<file path="src/logic/uic_regs.vh">
`ifndef UIC_REGS_VH
`define UIC_REGS_VH
// ==========================================
// register offsets (byte addresses)
`define UIC_OFF_CTRL 8'h00
`define UIC_OFF_PPR 8'h04
`define UIC_OFF_MIN 8'h08
`define UIC_OFF_MAX 8'h0C
`define UIC_OFF_FILT 8'h10
`define UIC_OFF_VALUE 8'h14
`define UIC_OFF_STAT 8'h18
// ==========================================
// control register fields
`define UIC_F_TYPE 5:0
`define UIC_F_POL 6
`define UIC_F_PULL 8:7
`define UIC_F_GLITCH 10:9
`define UIC_F_DEB 13:11
// filter register fields
`define UIC_F_FCONST 7:0
`define UIC_F_FTYPE 9:8
// ==========================================
// reset values
`define UIC_RST_CTRL 32'h00000100
`define UIC_RST_PPR 16'h0000
`define UIC_RST_MIN 32'h00000000
`define UIC_RST_MAX 32'hFFFFFFFF
`define UIC_RST_FILT 10'h001
// ==========================================
// input type codes
`define UIC_TY_OFF 6'h00
`define UIC_TY_V5 6'h0C
`define UIC_TY_V10 6'h0D
`define UIC_TY_I20 6'h14
`define UIC_TY_I420 6'h15
`define UIC_TY_F0 6'h28
`define UIC_TY_F1 6'h29
`define UIC_TY_F2 6'h2A
`define UIC_TY_P0 6'h32
`define UIC_TY_P1 6'h33
`define UIC_TY_DN 6'h3C
`define UIC_TY_DI 6'h3D
`define UIC_TY_DL 6'h3E
// decoded type classes
`define UIC_CL_OFF 3'h0
`define UIC_CL_VOLT 3'h1
`define UIC_CL_CURR 3'h2
`define UIC_CL_FREQ 3'h3
`define UIC_CL_PWM 3'h4
`define UIC_CL_DNORM 3'h5
`define UIC_CL_DINV 3'h6
`define UIC_CL_DLAT 3'h7
// filter types and pull codes
`define UIC_FT_MOV 2'h1
`define UIC_FT_REP 2'h2
`define UIC_PULL_UP 2'h1
`define UIC_PULL_DOWN 2'h2
// ==========================================
// timing in 10 ns clock cycles, glitch lengths rounded up
`define UIC_GF1_CYC 12
`define UIC_GF2_CYC 178
`define UIC_GF3_CYC 1422
`define UIC_MS_CYC 100000
// debounce intervals in ms
`define UIC_DB1_MS 10
`define UIC_DB2_MS 20
`define UIC_DB3_MS 40
`define UIC_DB4_MS 100
`define UIC_DB5_MS 200
`define UIC_DB6_MS 400
`define UIC_DB7_MS 1000
`endif

</file>
<file path="src/logic/uic_debounce.v">
`timescale 1ns/1ps
// ==========================================
// level filter: accept a new level once stable for limit ticks
module uic_debounce #(
    parameter CW = 11
) (
    // clock and reset
    input wire pclk,
    input wire presetn,
    // control
    input wire clr,
    input wire tick,
    input wire [CW-1:0] limit,
    // level in and out
    input wire din,
    output reg q
);
    reg [CW-1:0] cnt_reg; // ticks the new level has held

    // count while input differs, take it at the limit
    always @(posedge pclk or negedge presetn) begin
        if (!presetn) begin
            cnt_reg <= {CW{1'b0}};
            q <= 1'b0;
        end else if (clr) begin
            cnt_reg <= {CW{1'b0}};
            q <= 1'b0;
        end else if (din == q) begin
            cnt_reg <= {CW{1'b0}}; // level restored, restart
        end else if (cnt_reg >= limit) begin
            q <= din; // limit zero passes at once
            cnt_reg <= {CW{1'b0}};
        end else if (tick) begin
            cnt_reg <= cnt_reg + {{(CW-1){1'b0}}, 1'b1};
        end
    end
endmodule // uic_debounce

</file>
<file path="src/logic/uic_avg.v">
`timescale 1ns/1ps
`include "uic_regs.vh"
// ==========================================
// averaging filter: none, moving or repeating
module uic_avg #(
    parameter W = 32,
    parameter CW = 8
) (
    // clock and reset
    input wire pclk,
    input wire presetn,
    // control
    input wire clr,
    input wire [1:0] ftype,
    input wire [CW-1:0] fconst,
    // sample in
    input wire in_valid,
    input wire [W-1:0] in_data,
    // filtered out
    output reg out_valid,
    output reg [W-1:0] out_data
);
    reg [W+CW-1:0] sum_reg; // repeating sum
    reg [CW-1:0] cnt_reg; // readings summed so far
    // constant zero acts as one
    wire [CW-1:0] k = (fconst == {CW{1'b0}}) ?
        {{(CW-1){1'b0}}, 1'b1} : fconst;
    wire [W:0] diff = {1'b0, in_data} - {1'b0, out_data};
    wire signed [W:0] step = $signed(diff) / $signed({1'b0, k});
    wire [W+CW-1:0] acc = sum_reg + {{CW{1'b0}}, in_data};
    wire [W+CW-1:0] quot = acc / {{W{1'b0}}, k};

    // one update per accepted sample
    always @(posedge pclk or negedge presetn) begin
        if (!presetn) begin
            sum_reg <= {(W+CW){1'b0}};
            cnt_reg <= {CW{1'b0}};
            out_data <= {W{1'b0}};
            out_valid <= 1'b0;
        end else if (clr) begin
            sum_reg <= {(W+CW){1'b0}};
            cnt_reg <= {CW{1'b0}};
            out_data <= {W{1'b0}};
            out_valid <= 1'b0;
        end else begin
            out_valid <= 1'b0;
            if (in_valid) begin
                case (ftype)
                    `UIC_FT_MOV: begin
                        out_data <= out_data + step[W-1:0]; // RULE19
                        out_valid <= 1'b1;
                    end
                    `UIC_FT_REP: begin
                        if (cnt_reg == k - {{(CW-1){1'b0}}, 1'b1}) begin
                            out_data <= quot[W-1:0]; // RULE20
                            out_valid <= 1'b1;
                            sum_reg <= {(W+CW){1'b0}};
                            cnt_reg <= {CW{1'b0}};
                        end else begin
                            sum_reg <= acc; // RULE20
                            cnt_reg <= cnt_reg + {{(CW-1){1'b0}}, 1'b1};
                        end
                    end
                    default: begin
                        out_data <= in_data; // RULE18
                        out_valid <= 1'b1;
                    end
                endcase
            end
        end
    end
endmodule // uic_avg

</file>
<file path="src/logic/uic_top.v">
// ==========================================
// How it works
// RULE1 - decode type codes 0,12..62 into classes
// RULE2 - voltage and current take 12-bit converter
// RULE3 - frequency, pulse width use 16-bit capture
// RULE4 - glitch filter: none, 111ns, 1.78us, 14.22us
// RULE5 - debounce code picks 0 to 1000 ms
// RULE6 - nonzero pulses-per-rev multiplies measured value
// RULE7 - digital types report 1 or 0
// RULE8 - pull selector off/up/down, down by default
// RULE9 - polarity zero active high, default
// RULE10 - normal digital reports active level
// RULE11 - inverse digital reports inverted level
// RULE12 - latched toggles on inactive-to-active edge
// RULE13 - no fault diagnostics in digital types
// RULE14 - control value clamped to min/max
// RULE15 - range compared in current type's units
// RULE16 - selectable averaging, none by default
// RULE17 - fixed digital inputs are active low
// RULE18 - filter type none, moving, repeating
// RULE19 - moving average adds difference over constant
// RULE20 - repeating average sums N, divides, restarts
// RULE21 - debounce accepts level stable for interval
// RULE22 - reset or type change clears latch, filters
`timescale 1ns/1ps
`include "uic_regs.vh"
module uic_top #(
    parameter MS_CYCLES = `UIC_MS_CYC,
    parameter ADC_W = 12,
    parameter CAP_W = 16,
    parameter N_DIN = 3
) (
    // clock and reset
    input wire pclk,
    input wire presetn,
    // apb slave
    input wire [7:0] paddr,
    input wire psel,
    input wire penable,
    input wire pwrite,
    input wire [31:0] pwdata,
    output reg [31:0] prdata,
    output reg pready,
    output reg pslverr,
    // universal input pin and converter
    input wire uin_pin,
    input wire [ADC_W-1:0] adc_data,
    input wire adc_valid,
    // fixed digital inputs, low is asserted
    input wire [N_DIN-1:0] din_n,
    // front-end control
    output reg pull_up_en,
    output reg pull_down_en,
    output reg adc_en,
    output reg cap_en,
    output reg fault_diag_en,
    // control source values
    output reg [31:0] ctrl_value,
    output reg ctrl_valid,
    output reg [N_DIN-1:0] din_state
);
    // ==========================================
    // functions
    // type code to class
    function [2:0] type_class;
        input [5:0] code;
        begin
            case (code)
                `UIC_TY_V5, `UIC_TY_V10: type_class = `UIC_CL_VOLT;
                `UIC_TY_I20, `UIC_TY_I420: type_class = `UIC_CL_CURR;
                `UIC_TY_F0, `UIC_TY_F1, `UIC_TY_F2:
                    type_class = `UIC_CL_FREQ;
                `UIC_TY_P0, `UIC_TY_P1: type_class = `UIC_CL_PWM;
                `UIC_TY_DN: type_class = `UIC_CL_DNORM;
                `UIC_TY_DI: type_class = `UIC_CL_DINV;
                `UIC_TY_DL: type_class = `UIC_CL_DLAT;
                default: type_class = `UIC_CL_OFF;
            endcase
        end
    endfunction

    // glitch selector to cycles
    function [10:0] glitch_lim;
        input [1:0] sel;
        reg [31:0] t;
        begin
            case (sel)
                2'h1: t = `UIC_GF1_CYC;
                2'h2: t = `UIC_GF2_CYC;
                2'h3: t = `UIC_GF3_CYC;
                default: t = 0;
            endcase
            glitch_lim = t[10:0];
        end
    endfunction

    // debounce code to milliseconds
    function [10:0] deb_ms;
        input [2:0] code;
        reg [31:0] t;
        begin
            case (code)
                3'h1: t = `UIC_DB1_MS;
                3'h2: t = `UIC_DB2_MS;
                3'h3: t = `UIC_DB3_MS;
                3'h4: t = `UIC_DB4_MS;
                3'h5: t = `UIC_DB5_MS;
                3'h6: t = `UIC_DB6_MS;
                3'h7: t = `UIC_DB7_MS;
                default: t = 0;
            endcase
            deb_ms = t[10:0];
        end
    endfunction

    // ==========================================
    // registers
    reg [31:0] ctrl_reg; // type, polarity, pull, filters
    reg [15:0] ppr_reg; // pulses per revolution
    reg [31:0] min_reg; // range minimum
    reg [31:0] max_reg; // range maximum
    reg [9:0] filt_reg; // filter type and constant
    reg [5:0] ty_reg; // type code of last cycle
    wire [2:0] cls = type_class(ctrl_reg[`UIC_F_TYPE]); // RULE1
    wire type_chg = (ctrl_reg[`UIC_F_TYPE] != ty_reg); // RULE22
    wire is_adc = (cls == `UIC_CL_VOLT) || (cls == `UIC_CL_CURR);
    wire is_cap = (cls == `UIC_CL_FREQ) || (cls == `UIC_CL_PWM);
    wire is_dig = (cls == `UIC_CL_DNORM) || (cls == `UIC_CL_DINV) ||
        (cls == `UIC_CL_DLAT);
    wire pol = ctrl_reg[`UIC_F_POL];
    wire apb_wr = psel && penable && pready && pwrite;
    reg [31:0] rd_next; // read data chosen at setup
    reg err_next; // unmapped address flag

    // ==========================================
    // apb: answer in first access cycle
    always @* begin
        err_next = 1'b0;
        case (paddr)
            `UIC_OFF_CTRL: rd_next = ctrl_reg;
            `UIC_OFF_PPR: rd_next = {16'h0000, ppr_reg};
            `UIC_OFF_MIN: rd_next = min_reg;
            `UIC_OFF_MAX: rd_next = max_reg;
            `UIC_OFF_FILT: rd_next = {22'h000000, filt_reg};
            `UIC_OFF_VALUE: rd_next = ctrl_value;
            `UIC_OFF_STAT: rd_next = {24'h000000, 1'b0, cls,
                1'b0, din_state};
            default: begin
                rd_next = 32'h00000000;
                err_next = 1'b1;
            end
        endcase
    end

    // handshake and read data registers
    always @(posedge pclk or negedge presetn) begin
        if (!presetn) begin
            pready <= 1'b0;
            pslverr <= 1'b0;
            prdata <= 32'h00000000;
        end else begin
            pready <= psel && !penable;
            pslverr <= psel && !penable && err_next;
            if (psel && !penable) begin
                prdata <= pwrite ? 32'h00000000 : rd_next;
            end
        end
    end

    // register writes on the completing edge
    always @(posedge pclk or negedge presetn) begin
        if (!presetn) begin
            ctrl_reg <= `UIC_RST_CTRL; // RULE8 RULE9
            ppr_reg <= `UIC_RST_PPR;
            min_reg <= `UIC_RST_MIN;
            max_reg <= `UIC_RST_MAX;
            filt_reg <= `UIC_RST_FILT; // RULE16
        end else if (apb_wr) begin
            case (paddr)
                `UIC_OFF_CTRL: ctrl_reg <= {18'h00000, pwdata[13:0]};
                `UIC_OFF_PPR: ppr_reg <= pwdata[15:0];
                `UIC_OFF_MIN: min_reg <= pwdata;
                `UIC_OFF_MAX: max_reg <= pwdata;
                `UIC_OFF_FILT: filt_reg <= pwdata[9:0];
                default: ctrl_reg <= ctrl_reg; // unmapped or read-only, no effect
            endcase
        end
    end

    // track type code so any change clears state
    always @(posedge pclk or negedge presetn) begin
        if (!presetn) begin
            ty_reg <= `UIC_TY_OFF;
        end else begin
            ty_reg <= ctrl_reg[`UIC_F_TYPE];
        end
    end

    // ==========================================
    // millisecond enable pulse
    reg [31:0] ms_cnt_reg; // divider count
    reg ms_tick; // one-cycle pulse per ms
    always @(posedge pclk or negedge presetn) begin
        if (!presetn) begin
            ms_cnt_reg <= 32'h00000000;
            ms_tick <= 1'b0;
        end else if (ms_cnt_reg == MS_CYCLES - 1) begin
            ms_cnt_reg <= 32'h00000000;
            ms_tick <= 1'b1;
        end else begin
            ms_cnt_reg <= ms_cnt_reg + 32'h00000001;
            ms_tick <= 1'b0;
        end
    end

    // ==========================================
    // capture glitch filter and digital debounce
    wire glitch_q; // pin after capture filter
    wire dact; // debounced active level
    uic_debounce #(.CW(11)) u_glitch (
        .pclk(pclk),
        .presetn(presetn),
        .clr(type_chg),
        .tick(1'b1),
        .limit(glitch_lim(ctrl_reg[`UIC_F_GLITCH])), // RULE4
        .din(uin_pin),
        .q(glitch_q)
    );
    uic_debounce #(.CW(11)) u_deb (
        .pclk(pclk),
        .presetn(presetn),
        .clr(type_chg),
        .tick(ms_tick),
        .limit(deb_ms(ctrl_reg[`UIC_F_DEB])), // RULE5 RULE21
        .din(uin_pin ^ pol), // RULE9
        .q(dact)
    );

    // ==========================================
    // digital interpretation
    reg dact_d_reg; // previous debounced level
    reg latch_reg; // latched state
    reg dig_val; // reported digital value
    always @(posedge pclk or negedge presetn) begin
        if (!presetn) begin
            dact_d_reg <= 1'b0;
            latch_reg <= 1'b0;
        end else if (type_chg) begin
            dact_d_reg <= dact;
            latch_reg <= 1'b0; // RULE22
        end else begin
            dact_d_reg <= dact;
            if (dact && !dact_d_reg) begin
                latch_reg <= ~latch_reg; // RULE12
            end
        end
    end

    // choose value by digital class
    always @* begin
        case (cls)
            `UIC_CL_DNORM: dig_val = dact; // RULE10
            `UIC_CL_DINV: dig_val = ~dact; // RULE11
            `UIC_CL_DLAT: dig_val = latch_reg; // RULE12
            default: dig_val = 1'b0;
        endcase
    end

    // ==========================================
    // capture timer: period or active width
    wire cap_lvl = glitch_q ^ pol; // active level at timer
    reg cap_lvl_d_reg; // previous timer level
    reg [CAP_W-1:0] cap_cnt_reg; // saturating count since edge
    reg armed_reg; // a start edge has been seen
    reg [CAP_W-1:0] cap_sample; // last measurement
    reg cap_stb; // measurement ready pulse
    always @(posedge pclk or negedge presetn) begin
        if (!presetn) begin
            cap_lvl_d_reg <= 1'b0;
            cap_cnt_reg <= {CAP_W{1'b0}};
            armed_reg <= 1'b0;
            cap_sample <= {CAP_W{1'b0}};
            cap_stb <= 1'b0;
        end else if (type_chg || !is_cap) begin
            cap_lvl_d_reg <= cap_lvl;
            cap_cnt_reg <= {CAP_W{1'b0}};
            armed_reg <= 1'b0;
            cap_stb <= 1'b0;
        end else begin
            cap_lvl_d_reg <= cap_lvl;
            cap_stb <= 1'b0;
            if (~&cap_cnt_reg) begin
                cap_cnt_reg <= cap_cnt_reg + {{(CAP_W-1){1'b0}}, 1'b1};
            end
            if (cap_lvl && !cap_lvl_d_reg) begin
                cap_cnt_reg <= {CAP_W{1'b0}};
                armed_reg <= 1'b1;
                if (armed_reg && cls == `UIC_CL_FREQ) begin
                    cap_sample <= cap_cnt_reg; // RULE3
                    cap_stb <= 1'b1;
                end
            end else if (!cap_lvl && cap_lvl_d_reg && armed_reg &&
                    cls == `UIC_CL_PWM) begin
                cap_sample <= cap_cnt_reg; // RULE3
                cap_stb <= 1'b1;
            end
        end
    end

    // ==========================================
    // sample select and revolution scaling
    reg samp_valid; // new measured value
    reg [31:0] samp_data; // measured value, native units
    wire [47:0] scaled = samp_data * {16'h0000, ppr_reg};
    always @* begin
        samp_valid = 1'b0;
        samp_data = 32'h00000000;
        if (is_adc) begin
            samp_valid = adc_valid;
            samp_data = {{(32-ADC_W){1'b0}}, adc_data}; // RULE2
        end else if (is_cap) begin
            samp_valid = cap_stb;
            samp_data = {{(32-CAP_W){1'b0}}, cap_sample};
        end
    end
    wire [31:0] meas = (ppr_reg != 16'h0000) ?
        scaled[31:0] : samp_data; // RULE6

    // ==========================================
    // averaging filter on measured values
    wire avg_valid; // filtered value ready
    wire [31:0] avg_data; // filtered value
    uic_avg #(.W(32), .CW(8)) u_avg (
        .pclk(pclk),
        .presetn(presetn),
        .clr(type_chg), // RULE22
        .ftype(filt_reg[`UIC_F_FTYPE]), // RULE16
        .fconst(filt_reg[`UIC_F_FCONST]),
        .in_valid(samp_valid),
        .in_data(meas),
        .out_valid(avg_valid),
        .out_data(avg_data)
    );

    // ==========================================
    // range clamp and control value output
    always @(posedge pclk or negedge presetn) begin
        if (!presetn) begin
            ctrl_value <= 32'h00000000;
            ctrl_valid <= 1'b0;
        end else if (type_chg) begin
            ctrl_value <= 32'h00000000;
            ctrl_valid <= 1'b0;
        end else if (is_dig) begin
            ctrl_value <= {31'h00000000, dig_val}; // RULE7
            ctrl_valid <= 1'b1;
        end else if (avg_valid) begin
            ctrl_valid <= 1'b1;
            if (avg_data < min_reg) begin
                ctrl_value <= min_reg; // RULE14 RULE15
            end else if (avg_data > max_reg) begin
                ctrl_value <= max_reg; // RULE14 RULE15
            end else begin
                ctrl_value <= avg_data;
            end
        end else begin
            ctrl_valid <= 1'b0;
        end
    end

    // ==========================================
    // front-end control and fixed inputs
    always @(posedge pclk or negedge presetn) begin
        if (!presetn) begin
            pull_up_en <= 1'b0;
            pull_down_en <= 1'b0;
            adc_en <= 1'b0;
            cap_en <= 1'b0;
            fault_diag_en <= 1'b0;
            din_state <= {N_DIN{1'b0}};
        end else begin
            pull_up_en <= (is_cap || is_dig) &&
                (ctrl_reg[`UIC_F_PULL] == `UIC_PULL_UP); // RULE8
            pull_down_en <= (is_cap || is_dig) &&
                (ctrl_reg[`UIC_F_PULL] == `UIC_PULL_DOWN); // RULE8
            adc_en <= is_adc;
            cap_en <= is_cap;
            fault_diag_en <= (is_adc || is_cap) && !is_dig; // RULE13
            din_state <= ~din_n; // RULE17
        end
    end
endmodule // uic_top

</file>
<file path="config.mk">
export PLATFORM = sky130hd
export DESIGN_NAME = uic_top
export DESIGN_NICKNAME = d
export VERILOG_FILES = /design/src/logic/uic_debounce.v /design/src/logic/uic_avg.v /design/src/logic/uic_top.v
export VERILOG_INCLUDE_DIRS = /design/src /design/src/logic
export SDC_FILE = /design/constraint.sdc
export NUM_CORES = 2
export LEC_CHECK = 0
export BUFFER_PORTS_ARGS = -buffer_cell sky130_fd_sc_hd__buf_2
export CAP_MARGIN = 30
export CORE_UTILIZATION = 60
export CTS_CLUSTER_DIAMETER = 200
export DETAILED_ROUTE_END_ITERATION = 10
export PLACE_DENSITY = 0.77
export SLEW_MARGIN = 10
export SYNTH_ARGS = -nofsm -noshare
export SYNTH_HDL_FRONTEND = slang
export SYNTH_HIERARCHICAL = 1
export SYNTH_SLANG_ARGS = --single-unit
</file>
<file path="constraint.sdc">
create_clock -name pclk -period 137.7 [get_ports pclk]
set_input_delay 0 -clock pclk [delete_from_list [all_inputs] [get_ports pclk]]
set_output_delay 0 -clock pclk [all_outputs]
set_load 0.03 [all_outputs]
</file>
---- Word level (Yosys, flattened, before mapping) ----
Cells that the tools add are included.
operators by class
  $add $sub $neg .......................... 9
  $mul .................................... 1
  div/mod/pow operators ................... 2
  magnitude comparators ................... 4
  eq/ne operators ......................... 49
  muxes and demuxes ....................... 66
  bitwise operators ....................... 6
  reductions and logical operators ........ 55
operators by type and width
  operator                                         number
  two-way mux 32 bit                               11
  case mux 32 bit (7 select lines)                 1
  two-way mux 40 bit                               4
  two-way mux 16 bit                               8
  two-way mux 11 bit                               7
  case mux 10 bit (7 select lines)                 1
  case mux 32 bit (2 select lines)                 1
  == test 6 bit, second input constant             8
  adder 40 x 32 -> 40 bit                          1
  divider 40 x 8 -> 40 bit                         1
  two-way mux 8 bit                                5
  divider 33 x 9 -> 33 bit                         1
  case mux 11 bit (3 select lines)                 1
  subtractor 32 x 32 -> 33 bit                     1
  adder 32 x 1 -> 32 bit, second input constant    1
  adder 32 bit                                     1
  == test 32 x 17 -> 1 bit, second input constant  1
  > comparator 32 bit                              1
  < comparator 32 bit                              1
  multiplier 32 x 16 -> 32 bit                     1
  two-way mux 1 bit                                25
  == test 3 bit, second input constant             8
  == test 8 x 5 -> 1 bit, second input constant    3
  adder 11 x 1 -> 11 bit, second input constant    2
  other kinds (38)                                 97
storage, ports and cells
  flip-flop bits (word level) ............. 360
  input port bits ......................... 62
  output and inout port bits .............. 75
  logic and storage cells ................. 226

---- Longest topological paths before layout ----
  depth in word-level cells ............... 15
  depth in mapped cells ................... 648

---- By module ----
The synthesis kept the hierarchy.
by module, submodules not included
  module        times used  cells an instance  area each (um^2)
  uic_avg       1           8501               60096.4
  uic_top       1           2266               21937.3
  uic_debounce  2           94                 862.1

---- Worst setup path before layout ----
Ideal clock, no wire load.
  kind .................................... register to register
  start ................................... reg ctrl_reg[2]
  end ..................................... reg u_avg.out_data[0]
  data arrival time ....................... 119570 ps
  data required time ...................... 137573 ps
  path slack .............................. 18003 ps
  stages on the path, launching flop included .. 615
  path through ............................ dfrtp_1 -> buf_4 -> xor2_1 -> a211oi_1 -> a32oi_1 -> nor3_1 -> nor3_2 -> buf_4 -> a22o_2 -> buf_4 -> nand2_1 -> fa_1 -> inv_1 -> fa_1 -> fa_1 -> fa_1 -> fa_1 -> inv_1 -> [... 579 more ...] -> ha_1 -> a21oi_1 -> nor2b_1 -> o21ai_0 -> nand2b_1 -> a21oi_1 -> nor2b_1 -> o21ai_0 -> nand2b_1 -> a21oi_1 -> nand3_1 -> a2111o_1 -> a2111oi_0 -> o2111ai_1 -> a221oi_1 -> o2111ai_2 -> nor4_2 -> o22ai_1
RTL lines
  element                                                                            line                        text
  start: declaration                                                                 uic_top.v:118               reg [31:0] ctrl_reg;
  start signal: assignment                                                           uic_top.v:173               ctrl_reg <= `UIC_RST_CTRL;
  start signal: assignment                                                           uic_top.v:180               `UIC_OFF_CTRL: ctrl_reg <= {18'h00000, pwdata[13:0]};
  start signal: assignment                                                           uic_top.v:185               default: ctrl_reg <= ctrl_reg;
  == test 6 bit, or another cell as far along                                        uic_top.v:68                case (code)
  OR reduction 3 bit or OR reduction 2 bit (tied branches)                           uic_top.v:68
  case mux 3 bit (7 select lines) *                                                  uic_top.v:68
  == test 3 x 1 -> 1 bit (no source line) or == test 3 x 2 -> 1 bit (tied branches)  n/a
  logical OR 1 bit *                                                                 uic_top.v:126               wire is_adc = (cls == `UIC_CL_VOLT) || (cls == `UIC_CL_CURR);
  named net is_adc                                                                   uic_top.v:126
  two-way mux 16 bit *                                                               uic_top.v:318               if (is_adc) begin
  multiplier 32 x 16 -> 32 bit *                                                     uic_top.v:314               wire [47:0] scaled = samp_data * {16'h0000, ppr_reg};
  two-way mux 32 bit *                                                               uic_top.v:326               wire [31:0] meas = (ppr_reg != 16'h0000) ?
  named net meas[24]                                                                 uic_top.v:326
  adder 40 x 32 -> 40 bit or subtractor 32 x 32 -> 33 bit (tied branches)            uic_avg.v:30, uic_avg.v:28
  divider 40 x 8 -> 40 bit or divider 33 x 9 -> 33 bit (tied branches)               uic_avg.v:31, uic_avg.v:29
  two-way mux 32 bit or adder 32 bit (tied branches)                                 uic_avg.v:54, uic_avg.v:50
  case mux 32 bit (2 select lines) *                                                 uic_avg.v:48                case (ftype)
  two-way mux 32 bit *                                                               uic_avg.v:47                if (in_valid) begin
  two-way mux 32 bit *                                                               uic_avg.v:40                end else if (clr) begin
  end signal: assignment                                                             uic_avg.v:43                out_data <= {W{1'b0}};
  end signal: assignment                                                             uic_avg.v:50                out_data <= out_data + step[W-1:0];
  end signal: assignment                                                             uic_avg.v:55                out_data <= quot[W-1:0];
  end: declaration                                                                   uic_avg.v:21                output reg [W-1:0] out_data
Mark *: on every way through the listed nets, which the timed path passes. The rest lies on a longest branch. The select of a mux whose other input is x is not followed.
A chain may end at the register's enable or synchronous reset.

---- Worst setup path after layout ----
  start ................................... reg ctrl_reg[2]
  end ..................................... reg u_avg.out_data[0]
on the way
  word-level cells in the longest chain between the ends .. 15
ends and longest elaborated chain
  element                                                                   line                        text
  == test 6 bit, or another cell as far along                               uic_top.v:68
  OR reduction 3 bit or OR reduction 2 bit (tied branches)                  uic_top.v:68
  case mux 3 bit (7 select lines) *                                         uic_top.v:68
  == test 3 x 2 -> 1 bit (no source line) or == test 3 bit (tied branches)  n/a
  logical OR 1 bit                                                          uic_top.v:127               wire is_cap = (cls == `UIC_CL_FREQ) || (cls == `UIC_CL_PWM);
  two-way mux 16 bit                                                        uic_top.v:321               end else if (is_cap) begin
  two-way mux 16 bit *                                                      uic_top.v:318
  multiplier 32 x 16 -> 32 bit *                                            uic_top.v:314
  two-way mux 32 bit *                                                      uic_top.v:326
  named net meas[26]                                                        uic_top.v:326
  adder 40 x 32 -> 40 bit or subtractor 32 x 32 -> 33 bit (tied branches)   uic_avg.v:30, uic_avg.v:28
  divider 40 x 8 -> 40 bit or divider 33 x 9 -> 33 bit (tied branches)      uic_avg.v:31, uic_avg.v:29
  two-way mux 32 bit or adder 32 bit (tied branches)                        uic_avg.v:54, uic_avg.v:50
  case mux 32 bit (2 select lines) *                                        uic_avg.v:48
  two-way mux 32 bit *                                                      uic_avg.v:47
  two-way mux 32 bit *                                                      uic_avg.v:40
Marks and branches as above.

==> out/results.txt <==
WL final - 288 mm
Most Frequent Cell on Critical Path - o21a_1
Synth top cells by count - nand2_1, nor2_1, ha_1
Rows - 136
Fin Clk Skew - 0.0376 ns
routability cong. - 1.04
largest net degree at the start of global routing - 122
DRT antenna net count - 0
total grt overflow - 0
Synth area leaders - ha_1, dfrtp_1, nand2_1
hold crit path type - input port to asynchronous set/reset pin
reg-to-reg setup timing slack - 9.12 ns
Crit path max-delay family - compound AO/OA/AOI/OAI gates
maximum clock rate - 0.00778 GHz
Ports - 137
Max Slew Vio Count - 0
EDFF count, synth - 0
Fillers - 12316
total track usage - 39.2%
worst hold slack - -0.0118 ns
full die area - 141000 sq um
Port-buffer cells - 136
Seq/Total Area, Yosys - 10.8%
Post-Syn Area - 83800 sq um
relative slew slack - 11.2%
DRC violation count after routing - 0
fin crit period - 128.58 ns
syn avg cell area - 7.65 sq um
share of layout cells above drive strength 1 - 13.4%
count leader, synth - nand2_1
Synth warnings - 6
Yosys cell types - 206
Req. time, crit path - 138.22 ns
drt first pass iters - 7
Crit path arrival time - 129.10 ns
Startpoint Class - register
clk_lat worst skew - 0.67 ns
ys async rst share - 100%
setup tns final - 0 ns
critical path class - register to register
drt wl/cell - 22.4 microns
final setup vio count - 0
final worst path period share - 93.4%
WP buf/inv - 28
CP endpoint kind - register
H-tree depth - 2
#FFs+latches synth - 360
Synth Instances - 10955
grt met1 use - 52.2%
Hold Vio Cnt, Final - 9
nets - 12040
width of the die - 376 microns
Slew @ Worst Pin - 1.32 ns
Worst path slowest cell - or4_1
Layout area overhead - 4.92%
Top Usage Layer GRT - met2
met2 Use GR - 62.6%
Root Buffer - clkbuf_16
initial DRC count - 9030
cts bufs inserted - 43
vias in the first global route - 81907
Max Cap Viol - 0
core area - 138000 sq um
area leader, netlist - ha_1
max reg flops - 40
top_reg_cell synth - dfrtp_1
Via Count - 87213
Slowest Stage Delay on Critical Path - 0.68 ns
initial antenna violation count - 12
first-pass GRT wire length - 452 mm
routed vias/inst - 6.78
post-synth top area share - 12.3%
grt met3 use - 6.75%
maximum fanout along the worst path - 26
Die Height - 376 microns
failing checks - hold timing
Clock Sinks - 360
outcome - finished, violations left
Max clock buf depth - 3
CTS tree - done
Starting Density - 60.7%
DPL Wire Length - 228 mm
CTS clk-pin slew, worst paths - 0.08 ns
==> final timing paths <==
| path | start | endpoint | depth (start not counted) |
|---|---|---|---|
| max in group asynchronous | presetn | ms_cnt_reg[26] | 4 |
| setup reg to reg | ctrl_reg[2] | u_avg/out_data[0] | 568 |
| hold reg to reg | ms_cnt_reg[0] | ms_cnt_reg[0] | 1 |
| hold / removal | presetn | cap_cnt_reg[6] | 2 |
| setup / recovery | ctrl_reg[2] | u_avg/out_data[0] | 568 |
| min in group pclk | paddr[4] | prdata[5] | 5 |
==> cell usage in the layout (no fill, tap or decap), drive strengths merged, types with 207 or more instances in the layout <==
| master | n |
|---|---|
| o31ai | 207 |
| o21ai | 507 |
| ha | 825 |
| inv | 637 |
| nor3 | 577 |
| xor2 | 240 |
| nand2 | 1069 |
| xnor2 | 442 |
| a21oi | 697 |
| and2 | 236 |
| dfrtp | 326 |
| mux2 | 237 |
| o21a | 418 |
| nor2 | 975 |
| nand3 | 295 |
| buf | 286 |
==> timing repair <==
action	in CTS	in global routing
resized for setup	0	83
endpoints found under the setup margin	0	3
buffers inserted	0	28
hold buffers	44	0
endpoints found under the hold margin	253	0
==> metal layers <==
layer  vias up  wire (microns)
met5         -             128
met4        12           13400
met3       746           27100
met2      4081          127000
met1     41601          121000
li1      40773               -
==> cells by family (layout without fill, tap and decap cells) <==
group                      after synthesis  count (layout)  synth area share (%)
muxes                                  332             332                  4.34
buffers and inverters                 1018            1048                  5.77
AOI/OAI and AO/OA                     3177            3177                  27.3
DFF                                    360             360                  10.8
xor gates and xnor gates               682             682                  7.26
and+or+nand+nor                       4358            4358                  27.4
other                                    2               9               0.00897
adders and majority gates             1026            1026                  17.1
==> per-stage QoR <==
step | cell area [sq um] | hold WS, ns | cells | util (%) | setup slack, ns
after CTS | 87200 | 0.00585 | 12815 | 63.2 | 1.62
after global placement | 85300 | 0.120 | 12692 | 61.8 | 7.87
after floorplan | 83800 | -0.296 | 10959 | - | 18.00
after global routing | 87900 | 0.0691 | 12853 | 63.7 | -0.0710
after detailed placement | 85400 | 0.127 | 12693 | 61.8 | 2.01
final | 87900 | -0.0118 | 12855 | 63.7 | 9.12
==> final cells by class <==
class,count,area (sq um),area share [%]
Clock inverter,18,193,0.219
Clock buffer,60,1220,1.39
Timing Repair Buffer,332,2330,2.65
Multi-Input combinational cell,9581,70300,80.0
Inverter,638,2400,2.74
Sequential cell,360,9050,10.3
Tap cell,1863,2330,2.65
Antenna cell,3,7.51,0.00854
==> worst register-to-register path: cells and delay by family (launching register included) <==
family                     cells  cell delay (ns)
buffers and inverters         28             3.14
DFF                            1             0.49
xor gates and xnor gates       2             0.37
muxes                          8             2.37
adders and majority gates     48            15.94
AOI/OAI and AO/OA            303            64.62
and+or+nand+nor              179            41.61
Power is left out: the tool's default activity adds up to more than one toggle a clock period on the data nets, which glitch-free logic cannot reach.
